--- config.mk ---
export PLATFORM = sky130hd
export DESIGN_NAME = branch_increment_or_execute
export DESIGN_NICKNAME = d
export VERILOG_FILES = /design/src/exec_pkg.sv /design/src/exec_if.sv /design/src/exec_alu.sv /design/src/branch_increment_or_execute.sv
export SDC_FILE = /design/constraint.sdc
export NUM_CORES = 2
export LEC_CHECK = 0
export BUFFER_PORTS_ARGS = -buffer_cell sky130_fd_sc_hd__buf_2
export CAP_MARGIN = 20
export CORE_MARGIN = 1.5
export CORE_UTILIZATION = 60
export CTS_BUF_LIST = sky130_fd_sc_hd__clkbuf_8 sky130_fd_sc_hd__clkbuf_16
export DETAILED_ROUTE_END_ITERATION = 10
export HOLD_SLACK_MARGIN = 0.15
export PLACE_DENSITY = 0.77
export SYNTH_ARGS = -nofsm -noshare
export SYNTH_HDL_FRONTEND = slang
export SYNTH_SLANG_ARGS = --single-unit
--- constraint.sdc ---
create_clock -name sys_clk -period 5.4 [get_ports sys_clk]
set_clock_uncertainty 0.1 [all_clocks]
set_input_delay 0 -clock sys_clk [delete_from_list [all_inputs] [get_ports sys_clk]]
set_output_delay 0 -clock sys_clk [all_outputs]
set_load 0.01 [all_outputs]
--- src/exec_pkg.sv ---
// Constants, register map and types shared by the execution block and its ALU
package exec_pkg;

  // ****************************************
  // Timing
  // ****************************************
  localparam int CLK_PERIOD_NS   = 5;
  localparam int ICYCLE_NS       = 20;
  localparam int CLKS_PER_ICYCLE = (ICYCLE_NS + CLK_PERIOD_NS - 1) / CLK_PERIOD_NS;
  localparam int STALL_EDGES     = 2;

  // ****************************************
  // Widths
  // ****************************************
  localparam int ADDR_W     = 12;
  localparam int DATA_W     = 32;
  localparam int PC_W       = 13;
  localparam int BYTE_W     = 8;
  localparam int FILE_DEPTH = 128;
  localparam int FILE_AW    = 7;
  localparam int JUMP_W     = 11;
  localparam int OP_W       = 3;
  localparam int CNT_W      = 4;
  localparam int ICYC_W     = 2;
  localparam int BE_W       = 4;

  // ****************************************
  // Register map (byte addresses)
  // ****************************************
  localparam logic [ADDR_W-1:0] OFF_INSTR  = 12'h000;
  localparam logic [ADDR_W-1:0] OFF_ACCUM  = 12'h004;
  localparam logic [ADDR_W-1:0] OFF_STATUS = 12'h008;
  localparam logic [ADDR_W-1:0] OFF_PC     = 12'h00C;
  localparam logic [ADDR_W-1:0] OFF_LATCH  = 12'h010;
  localparam logic [ADDR_W-1:0] OFF_CYCLES = 12'h014;
  localparam int                FILE_REGION_LSB = 9;
  localparam logic [2:0]        FILE_REGION     = 3'h1;
  localparam int                FILE_IDX_LSB    = 2;

  // ****************************************
  // Instruction word fields
  // ****************************************
  localparam int OP_LSB    = 16;
  localparam int DEST_BIT  = 7;
  localparam int LATCH_HI  = 4;
  localparam int LATCH_LO  = 3;

  localparam logic [OP_W-1:0] OPC_NOP          = 3'h0;
  localparam logic [OP_W-1:0] OPC_JUMP         = 3'h1;
  localparam logic [OP_W-1:0] OPC_INC_SKIP     = 3'h2;
  localparam logic [OP_W-1:0] OPC_OR_LITERAL   = 3'h3;
  localparam logic [OP_W-1:0] OPC_INC_FILE     = 3'h4;
  localparam logic [OP_W-1:0] OPC_OR_WITH_FILE = 3'h5;

  // ****************************************
  // Status bits, steps and reset values
  // ****************************************
  localparam int STAT_ZERO_BIT    = 0;
  localparam int STAT_SKIP_BIT    = 1;
  localparam int STAT_ILLEGAL_BIT = 2;

  localparam logic [ICYC_W-1:0] ICYC_ONE     = 2'h1;
  localparam logic [ICYC_W-1:0] ICYC_TWO     = 2'h2;
  localparam logic [PC_W-1:0]   PC_STEP      = 13'h0001;
  localparam logic [PC_W-1:0]   PC_SKIP_STEP = 13'h0002;
  localparam logic [BYTE_W-1:0] BYTE_ONE     = 8'h01;
  localparam logic [BYTE_W-1:0] BYTE_ZERO    = 8'h00;

  localparam logic [BYTE_W-1:0] ACCUM_RST  = 8'h00;
  localparam logic [BYTE_W-1:0] LATCH_RST  = 8'h00;
  localparam logic [BYTE_W-1:0] FILE_RST   = 8'h00;
  localparam logic [PC_W-1:0]   PC_RST     = 13'h0000;
  localparam logic [DATA_W-1:0] WORD_ZERO  = 32'h0000_0000;
  localparam logic [CNT_W-1:0]  CNT_ZERO   = 4'h0;
  localparam logic [CNT_W-1:0]  CNT_ONE    = 4'h1;

  typedef enum logic [1:0] {ST_IDLE, ST_EXEC, ST_DONE} bus_state_t;

endpackage

--- src/exec_if.sv ---
// Carrier between the execution control and its ALU
`timescale 1ns/1ps
`default_nettype none
interface exec_if;
  import exec_pkg::*;

  logic [OP_W-1:0]   op;
  logic [JUMP_W-1:0] operand;
  logic [BYTE_W-1:0] accum;
  logic [BYTE_W-1:0] fdata;
  logic [PC_W-1:0]   pc;
  logic [BYTE_W-1:0] latch;
  logic [BYTE_W-1:0] result;
  logic              wr_accum;
  logic              wr_file;
  logic              zero_upd;
  logic              zero_val;
  logic              skip;
  logic              illegal;
  logic [PC_W-1:0]   next_pc;
  logic [ICYC_W-1:0] icycles;

  modport ctrl (
    output op, operand, accum, fdata, pc, latch,
    input  result, wr_accum, wr_file, zero_upd, zero_val, skip, illegal, next_pc, icycles
  );
  modport alu (
    input  op, operand, accum, fdata, pc, latch,
    output result, wr_accum, wr_file, zero_upd, zero_val, skip, illegal, next_pc, icycles
  );
endinterface
`default_nettype wire

--- src/exec_alu.sv ---
// Combinational result, destination, flag and next-address logic
`timescale 1ns/1ps
`default_nettype none
module exec_alu
  import exec_pkg::*;
(
  // Operands in, results out
  exec_if.alu x
);

  logic [BYTE_W-1:0] inc_val;
  logic              dest_file;

  // Wraps from all ones to zero
  assign inc_val   = x.fdata + BYTE_ONE;
  assign dest_file = x.operand[DEST_BIT];

  always_comb begin
    x.result   = BYTE_ZERO;
    x.wr_accum = 1'b0;
    x.wr_file  = 1'b0;
    x.zero_upd = 1'b0;
    x.skip     = 1'b0;
    x.illegal  = 1'b0;
    x.next_pc  = x.pc + PC_STEP;
    x.icycles  = ICYC_ONE;
    case (x.op)
      OPC_NOP: begin
      end
      OPC_JUMP: begin
        x.next_pc = {x.latch[LATCH_HI:LATCH_LO], x.operand};
        x.icycles = ICYC_TWO;
      end
      OPC_INC_SKIP: begin
        x.result   = inc_val;
        x.wr_accum = !dest_file;
        x.wr_file  = dest_file;
        if (inc_val == BYTE_ZERO) begin
          // Skipped slot becomes a no-op, so the address steps past it
          x.skip    = 1'b1;
          x.next_pc = x.pc + PC_SKIP_STEP;
          x.icycles = ICYC_TWO;
        end
      end
      OPC_OR_LITERAL: begin
        x.result   = x.accum | x.operand[BYTE_W-1:0];
        x.wr_accum = 1'b1;
        x.zero_upd = 1'b1;
      end
      OPC_INC_FILE: begin
        x.result   = inc_val;
        x.wr_accum = !dest_file;
        x.wr_file  = dest_file;
        x.zero_upd = 1'b1;
      end
      OPC_OR_WITH_FILE: begin
        x.result   = x.accum | x.fdata;
        x.wr_accum = !dest_file;
        x.wr_file  = dest_file;
        x.zero_upd = 1'b1;
      end
      default: begin
        x.illegal = 1'b1;
      end
    endcase
  end

  assign x.zero_val = (x.result == BYTE_ZERO);

endmodule
`default_nettype wire

--- src/branch_increment_or_execute.sv ---
// Instruction execution block for jump, increment and inclusive-OR, with an Avalon-MM slave
`timescale 1ns/1ps
`default_nettype none
module branch_increment_or_execute
  import exec_pkg::*;
(
  // Clock and reset
  input  wire logic              sys_clk,
  input  wire logic              rst_n,
  // Avalon-MM slave
  input  wire logic [ADDR_W-1:0] avs_address,
  input  wire logic              avs_read,
  input  wire logic              avs_write,
  input  wire logic [DATA_W-1:0] avs_writedata,
  input  wire logic [BE_W-1:0]   avs_byteenable,
  output var  logic [DATA_W-1:0] avs_readdata,
  output var  logic              avs_waitrequest,
  // Core state
  output var  logic [PC_W-1:0]   program_counter,
  output var  logic [BYTE_W-1:0] accumulator,
  output var  logic              zero_flag
);

  // ****************************************
  // Storage
  // ****************************************
  bus_state_t        state;
  logic [CNT_W-1:0]  cnt;
  logic [BYTE_W-1:0] latch_high;
  logic [BYTE_W-1:0] file_q [FILE_DEPTH];
  logic [DATA_W-1:0] last_instr;
  logic [ICYC_W-1:0] last_cycles;
  logic              skip_taken;
  logic              illegal_seen;

  // ****************************************
  // Decode
  // ****************************************
  logic              sel_instr;
  logic              sel_accum;
  logic              sel_status;
  logic              sel_pc;
  logic              sel_latch;
  logic              sel_cycles;
  logic              sel_file;
  logic [FILE_AW-1:0] file_idx;
  logic              commit;
  logic              exec_commit;
  logic              bus_commit;
  logic [DATA_W-1:0] rd_value;

  assign sel_instr  = (avs_address == OFF_INSTR);
  assign sel_accum  = (avs_address == OFF_ACCUM);
  assign sel_status = (avs_address == OFF_STATUS);
  assign sel_pc     = (avs_address == OFF_PC);
  assign sel_latch  = (avs_address == OFF_LATCH);
  assign sel_cycles = (avs_address == OFF_CYCLES);
  assign sel_file   = (avs_address[ADDR_W-1:FILE_REGION_LSB] == FILE_REGION)
                   && (avs_address[FILE_IDX_LSB-1:0] == 2'h0);
  assign file_idx   = avs_address[FILE_IDX_LSB +: FILE_AW];

  // Writes act only on the edge at which the master sees waitrequest low
  assign commit      = (state == ST_DONE) && avs_write;
  assign exec_commit = commit && sel_instr;
  assign bus_commit  = commit && !sel_instr;

  function automatic logic [DATA_W-1:0] merge(input logic [DATA_W-1:0] old_v,
                                              input logic [DATA_W-1:0] new_v,
                                              input logic [BE_W-1:0]   be);
    logic [DATA_W-1:0] m;
    m = old_v;
    for (int i = 0; i < BE_W; i++) begin
      if (be[i]) begin
        m[i*BYTE_W +: BYTE_W] = new_v[i*BYTE_W +: BYTE_W];
      end
    end
    return m;
  endfunction

  logic [DATA_W-1:0] m_accum;
  logic [DATA_W-1:0] m_pc;
  logic [DATA_W-1:0] m_latch;
  logic [DATA_W-1:0] m_file;

  assign m_accum = merge({24'h00_0000, accumulator}, avs_writedata, avs_byteenable);
  assign m_pc    = merge({19'h0_0000, program_counter}, avs_writedata, avs_byteenable);
  assign m_latch = merge({24'h00_0000, latch_high}, avs_writedata, avs_byteenable);
  assign m_file  = merge({24'h00_0000, file_q[file_idx]}, avs_writedata, avs_byteenable);

  // ****************************************
  // ALU hookup
  // ****************************************
  exec_if x ();

  assign x.op      = avs_writedata[OP_LSB +: OP_W];
  assign x.operand = avs_writedata[JUMP_W-1:0];
  assign x.accum   = accumulator;
  assign x.fdata   = file_q[x.operand[FILE_AW-1:0]];
  assign x.pc      = program_counter;
  assign x.latch   = latch_high;

  exec_alu u_alu (
    .x (x.alu)
  );

  // ****************************************
  // Bus handshake
  // ****************************************
  logic              take_instr;
  logic              take_plain;
  logic              stall_end;
  logic [CNT_W-1:0]  stall_len;

  assign take_instr = (state == ST_IDLE) && avs_write && sel_instr;
  assign take_plain = (state == ST_IDLE) && (avs_read || avs_write) && !take_instr;
  assign stall_end  = (state == ST_EXEC) && (cnt == CNT_ZERO);
  // Taking and answering edges are part of the instruction's time
  assign stall_len  = CNT_W'(int'(x.icycles) * CLKS_PER_ICYCLE - STALL_EDGES);

  always_ff @(posedge sys_clk or negedge rst_n) begin
    if (!rst_n) begin
      state <= ST_IDLE;
    end else begin
      unique case (state)
        ST_IDLE: begin
          if (take_instr) begin
            state <= ST_EXEC;
          end else if (take_plain) begin
            state <= ST_DONE;
          end
        end
        ST_EXEC: begin
          if (stall_end) begin
            state <= ST_DONE;
          end
        end
        ST_DONE: begin
          state <= ST_IDLE;
        end
      endcase
    end
  end

  // Stall for the instruction's whole duration in clocks
  always_ff @(posedge sys_clk or negedge rst_n) begin
    if (!rst_n) begin
      cnt <= CNT_ZERO;
    end else if (take_instr) begin
      cnt <= stall_len;
    end else if (state == ST_EXEC && cnt != CNT_ZERO) begin
      cnt <= cnt - CNT_ONE;
    end
  end

  // Low for the one cycle in which the master completes
  always_ff @(posedge sys_clk or negedge rst_n) begin
    if (!rst_n) begin
      avs_waitrequest <= 1'b1;
    end else if (take_plain || stall_end) begin
      avs_waitrequest <= 1'b0;
    end else if (state == ST_DONE) begin
      avs_waitrequest <= 1'b1;
    end
  end

  always_comb begin
    rd_value = WORD_ZERO;
    if (sel_instr) begin
      rd_value = last_instr;
    end else if (sel_accum) begin
      rd_value[BYTE_W-1:0] = accumulator;
    end else if (sel_status) begin
      rd_value[STAT_ZERO_BIT]    = zero_flag;
      rd_value[STAT_SKIP_BIT]    = skip_taken;
      rd_value[STAT_ILLEGAL_BIT] = illegal_seen;
    end else if (sel_pc) begin
      rd_value[PC_W-1:0] = program_counter;
    end else if (sel_latch) begin
      rd_value[BYTE_W-1:0] = latch_high;
    end else if (sel_cycles) begin
      rd_value[ICYC_W-1:0] = last_cycles;
    end else if (sel_file) begin
      rd_value[BYTE_W-1:0] = file_q[file_idx];
    end
  end

  always_ff @(posedge sys_clk or negedge rst_n) begin
    if (!rst_n) begin
      avs_readdata <= WORD_ZERO;
    end else if (state == ST_IDLE && avs_read) begin
      avs_readdata <= rd_value;
    end
  end

  // ****************************************
  // Core registers
  // ****************************************
  always_ff @(posedge sys_clk or negedge rst_n) begin
    if (!rst_n) begin
      accumulator <= ACCUM_RST;
    end else if (exec_commit && x.wr_accum) begin
      accumulator <= x.result;
    end else if (bus_commit && sel_accum) begin
      accumulator <= m_accum[BYTE_W-1:0];
    end
  end

  // Jump and increment-skip leave the flag untouched
  always_ff @(posedge sys_clk or negedge rst_n) begin
    if (!rst_n) begin
      zero_flag <= 1'b0;
    end else if (exec_commit && x.zero_upd) begin
      zero_flag <= x.zero_val;
    end else if (bus_commit && sel_status && avs_byteenable[0]) begin
      zero_flag <= avs_writedata[STAT_ZERO_BIT];
    end
  end

  always_ff @(posedge sys_clk or negedge rst_n) begin
    if (!rst_n) begin
      program_counter <= PC_RST;
    end else if (exec_commit) begin
      program_counter <= x.next_pc;
    end else if (bus_commit && sel_pc) begin
      program_counter <= m_pc[PC_W-1:0];
    end
  end

  always_ff @(posedge sys_clk or negedge rst_n) begin
    if (!rst_n) begin
      latch_high <= LATCH_RST;
    end else if (bus_commit && sel_latch) begin
      latch_high <= m_latch[BYTE_W-1:0];
    end
  end

  always_ff @(posedge sys_clk or negedge rst_n) begin
    if (!rst_n) begin
      last_instr <= WORD_ZERO;
    end else if (exec_commit) begin
      last_instr <= avs_writedata;
    end
  end

  always_ff @(posedge sys_clk or negedge rst_n) begin
    if (!rst_n) begin
      last_cycles <= ICYC_ONE;
    end else if (exec_commit) begin
      last_cycles <= x.icycles;
    end
  end

  // Only the last instruction's skip is kept
  always_ff @(posedge sys_clk or negedge rst_n) begin
    if (!rst_n) begin
      skip_taken <= 1'b0;
    end else if (exec_commit) begin
      skip_taken <= x.skip;
    end
  end

  // Sticky; a new illegal code in the clearing cycle keeps it set
  always_ff @(posedge sys_clk or negedge rst_n) begin
    if (!rst_n) begin
      illegal_seen <= 1'b0;
    end else if (exec_commit && x.illegal) begin
      illegal_seen <= 1'b1;
    end else if (bus_commit && sel_status && avs_byteenable[0]
                 && avs_writedata[STAT_ILLEGAL_BIT]) begin
      illegal_seen <= 1'b0;
    end
  end

  // ****************************************
  // File registers
  // ****************************************
  for (genvar i = 0; i < FILE_DEPTH; i++) begin : g_file
    always_ff @(posedge sys_clk or negedge rst_n) begin
      if (!rst_n) begin
        file_q[i] <= FILE_RST;
      end else if (exec_commit && x.wr_file && x.operand[FILE_AW-1:0] == FILE_AW'(i)) begin
        file_q[i] <= x.result;
      end else if (bus_commit && sel_file && file_idx == FILE_AW'(i)) begin
        file_q[i] <= m_file[BYTE_W-1:0];
      end
    end
  end

endmodule
`default_nettype wire

==> summary.md <==
The flow ran to the end, and the final reports show no timing, DRC or antenna violations. Data on the critical path arrives at its endpoint at 5780 ps. For the count of pins on the block boundary, the log shows 107. At the pin with the least slew margin, the transition time is 1390 ps.

In this run, distinct cell masters in the synthesized netlist total 79. Setup repair after global routing left no endpoint under its margin. Most common cell after layout, fill and taps aside: sky130_fd_sc_hd__nand2_1. After synthesis, the cell types taking the most area are sky130_fd_sc_hd__dfrtp_1, sky130_fd_sc_hd__mux4_2, sky130_fd_sc_hd__o221ai_1. Clock tree synthesis selected as its root buffer the cell sky130_fd_sc_hd__clkbuf_16.

The path with the worst hold slack has its endpoint at avs_waitrequest$_DFFE_PN1P_. A synthesized cell averages 11.0 um^2. The top metal layer carrying routed signals is met5. Count of standard-cell rows: 120. sky130_fd_sc_hd__dfrtp_1 takes more of the synthesized area than any other cell. The number of cells on the worst reg-to-reg path is 15. The post-layout minimum cycle time was 5270 ps; the detail-routed net length per standard cell was 37.6 um. Counting every net in the synthesized netlist gives 5964. At the end of routability-driven placement, the weighted congestion stood at 1.08.

Number of antenna violations at the first check in global routing: 26. Highest clock rate: 190 MHz. The area growth from synthesis to layout is 11.7%. Once the floorplan was initialized, standard cells occupied 60.6% of the core. The number of flops mapped to enable cells by yosys is 0, and the area of all placed cells without fillers is 72700 um^2. Max-cap violations in this run came to 0.

The tools report the capturing point of the worst reg2reg path as program_counter[11]$_DFFE_PN0P_. The met3 wirelength from detailed routing is 50.0 mm, and the HPWL reported at the end of detailed placement is 184 mm. The total of buffers placed on input and output ports is 104. Headroom to the max-slew limit came out at 7.33%. Counting instances, the worst hold path has a depth of 5.

The maximum number of pins on one net before global-route repair came out at 163. The number of hold-slack violations in the final timing report is 0, and the fraction of synthesis flops using an asynchronous set or reset pin is 100%. The worst setup path is captured at a flop.

The die covers 110000 um^2. In the routed design, unresolved DRC markers number 0. The cell count after synthesis came out at 5904.

The leakage power came out at 29.4 nW. The clock passes through at most 3 buffers. Across every metal layer, demand over resource in global routing totals 50.1%. The detailed router put a total of 90.2 mm of wire on met1. TritonCTS created 119 clock buffers.

For the final routed database, the setup TNS stands at 0 ps. For the number of pins exceeding their max-slew limit in the final report, the log shows 0. The dominant synthesized flop cell is sky130_fd_sc_hd__dfrtp_1. The count of nets left with antenna violations after detail routing is 0, and the number of setup violations in the final report is 0. Counting every sink on the clock net gives 1129. The sequential fraction of the synthesis area was 43.4%. The top cell types in the final layout, fill and taps aside, are sky130_fd_sc_hd__nand2_1, sky130_fd_sc_hd__dfrtp_1, sky130_fd_sc_hd__o221ai_1, sky130_fd_sc_hd__mux4_2, sky130_fd_sc_hd__nor2_1. Post-synthesis cell area: 65100 um^2. The tools report the critical path startpoint category as a flop. The startpoint identified for the worst register-to-register timing path is file_q[48]$_DFFE_PN0P_. TritonCTS built the clock tree. The first TritonRoute pass finished after 8 iterations. The number of global-route vias before repair came out at 58.2k. The start point of the worst min-delay path is avs_read. The net count of the finished layout is 5918. Across the VDD grid, the largest voltage drop is 0.000266 V.

The later pin in the worst-skew pair is clocked with a latency of 760 ps. The tools report the final worst setup slack as 134 ps. At the placement stage, the worst setup path has a slack of 261 ps.

The completed layout was analyzed and its total power is 19.1 mW. Summing over every cut layer, the via total after detailed routing is 61.2k. For the wire length of the first global-routing pass, the log shows 407 mm. Of the cells placed in the final design, the portion with a size suffix greater than 1 is 21.1%. The horizontal die dimension works out to 332 um. The logs give 67700 um^2 for the total cell area at the placement stage and 113 mm for the total met2 wirelength after detailed routing.

In this run, the number of DRC markers left after iteration 0 of detailed routing was 11.6k. The areal power density over the cells is 262 nW/um^2. Synthesis inferred 1129 register bits. The total core area was 107000 um^2; the post-CTS setup buffer count was 0. The tools report the routed wire length as 278 mm.

The worst hold path class is input port to flop. The worst-path maximum fanout was 23. After detailed routing, the number of vias per cell comes to 8.29.

Across all register-to-register paths, the minimum setup slack is 130 ps. The worst setup path is of the flop to flop kind. Summed over all layers, the global routing overflow is 0. In this run the vertical extent of the chip is 332 um. The warning count from the yosys run is 0, and the clock-pin slew of the registers on the worst-case setup and hold paths is 60 ps. The top-area cell type share of the netlist area was 43.3%; the number of H-tree levels was 3.

The part of the cycle the worst path needs is 97.5%, and the critical path required time is 5910 ps.
==> where the power goes <==
part	total (mW)	internal (mW)	switching, mW
logic	2.03	0.528	1.50
clock network	8.52	4.83	3.68
registers	8.52	8.49	0.0292
==> per-layer routing <==
metal | global-route usage (%) | vias up
met4 | 32.1 | 28
met5 | 1.69 | -
met2 | 68.9 | 6371
met1 | 63.4 | 30000
li1 | - | 23200
met3 | 23.6 | 1548
==> registers in the layout, indices dropped and copies added, names as in the netlist <==
register         cells
skip_taken           1
file_q            1024
cnt                  4
avs_waitrequest      1
zero_flag            1
illegal_seen         1
latch_high           8
last_instr          32
last_cycles          2
state                2
program_counter     13
avs_readdata        32
accumulator          8
==> worst max-delay path, stage by stage (launching register included) <==
cell and delay (ps):
sky130_fd_sc_hd__dfrtp_1 430, sky130_fd_sc_hd__mux4_2 490, sky130_fd_sc_hd__mux2i_1 650, sky130_fd_sc_hd__o21ai_0 430, sky130_fd_sc_hd__o32ai_2 380, sky130_fd_sc_hd__inv_1 160, sky130_fd_sc_hd__ha_1 300, sky130_fd_sc_hd__or4_1 550
sky130_fd_sc_hd__o41a_1 140, sky130_fd_sc_hd__a221oi_2 410, sky130_fd_sc_hd__buf_4 280, sky130_fd_sc_hd__nand2_1 100, sky130_fd_sc_hd__buf_4 260, sky130_fd_sc_hd__and4_1 200, sky130_fd_sc_hd__nor3_1 190, sky130_fd_sc_hd__o31ai_2 80
==> worst max-delay path by stage <==
stage / startpoint / to / slack (ps) / cells past startpoint
final: file_q[48]$_DFFE_PN0P_ / program_counter[11]$_DFFE_PN0P_ / 130 / 15
after global routing: file_q[288]$_DFFE_PN0P_ / program_counter[11]$_DFFE_PN0P_ / 40 / 16
after CTS: file_q[289]$_DFFE_PN0P_ / program_counter[11]$_DFFE_PN0P_ / 330 / 17
after detailed placement: avs_writedata[0] / program_counter[11]$_DFFE_PN0P_ / 260 / 18
after global placement: avs_writedata[0] / program_counter[1]$_DFFE_PN0P_ / 270 / 17
after floorplan: file_q[304]$_DFFE_PN0P_ / program_counter[1]$_DFFE_PN0P_ / 1230 / 14
==> kinds of logic (layout without fill, tap and decap cells) <==
kind of cell	count (synthesis)	in the layout	share of synthesized area [%]
AO/OA/AOI/OAI	1545	1545	18.6
multiplexers	684	684	21.5
adder cells (fa/ha/maj)	8	8	0.154
buffers and inverters	625	676	4.13
XOR/XNOR	15	15	0.202
other	0	21	0
flip-flops	1129	1129	43.4
AND/OR/NAND/NOR	1898	1898	12.0
==> through the flow <==
step | std cells | util, % | hold slack, ps
after CTS | 7352 | 67.6 | 162
after floorplan | 5904 | - | -396
after global placement | 7053 | 63.1 | 42.9
final | 7379 | 67.7 | 131
after detailed placement | 7054 | 63.1 | 31.5
after global routing | 7362 | 67.7 | 151
==> cells in the mapped netlist, types with 10 or more instances <==
cell type,count
sky130_fd_sc_hd__nand2_1,1282
sky130_fd_sc_hd__dfrtp_1,1127
sky130_fd_sc_hd__o221ai_1,736
sky130_fd_sc_hd__mux4_2,568
sky130_fd_sc_hd__clkbuf_1,398
sky130_fd_sc_hd__nor2_1,313
sky130_fd_sc_hd__o21ai_0,196
sky130_fd_sc_hd__a221oi_1,133
sky130_fd_sc_hd__buf_1,122
sky130_fd_sc_hd__a21oi_1,112
sky130_fd_sc_hd__and2_1,109
sky130_fd_sc_hd__a32oi_1,107
sky130_fd_sc_hd__a22oi_1,86
sky130_fd_sc_hd__mux2i_1,62
sky130_fd_sc_hd__mux2_2,54
sky130_fd_sc_hd__a211oi_1,52
sky130_fd_sc_hd__nand3_1,47
sky130_fd_sc_hd__buf_2,45
sky130_fd_sc_hd__nor3_1,38
sky130_fd_sc_hd__o22ai_1,36
sky130_fd_sc_hd__nor2b_1,22
sky130_fd_sc_hd__buf_6,19
sky130_fd_sc_hd__nand2b_1,17
sky130_fd_sc_hd__buf_4,16
sky130_fd_sc_hd__inv_1,16
sky130_fd_sc_hd__nor4_1,16
sky130_fd_sc_hd__o211ai_1,15
sky130_fd_sc_hd__and3_1,10
sky130_fd_sc_hd__o31ai_1,10
==> cell type report <==
cell class	instances	area (um^2)
multi-input cells	4150	34500
clock inverters	69	581
fillers	7660	34600
well taps	1403	1760
diodes	21	52.6
flip-flops and latches	1129	28300
inverters	18	67.6
clock buffers	149	3420
repair buffers	440	4070
==> repair_timing <==
item / CTS / global route
endpoints found under the hold margin: 1024 / 0
hold buffers: 80 / 0
gates resized for setup: 0 / 2
setup endpoints to repair: 0 / 7
No activity file was read; power rests on OpenSTA's default activity.
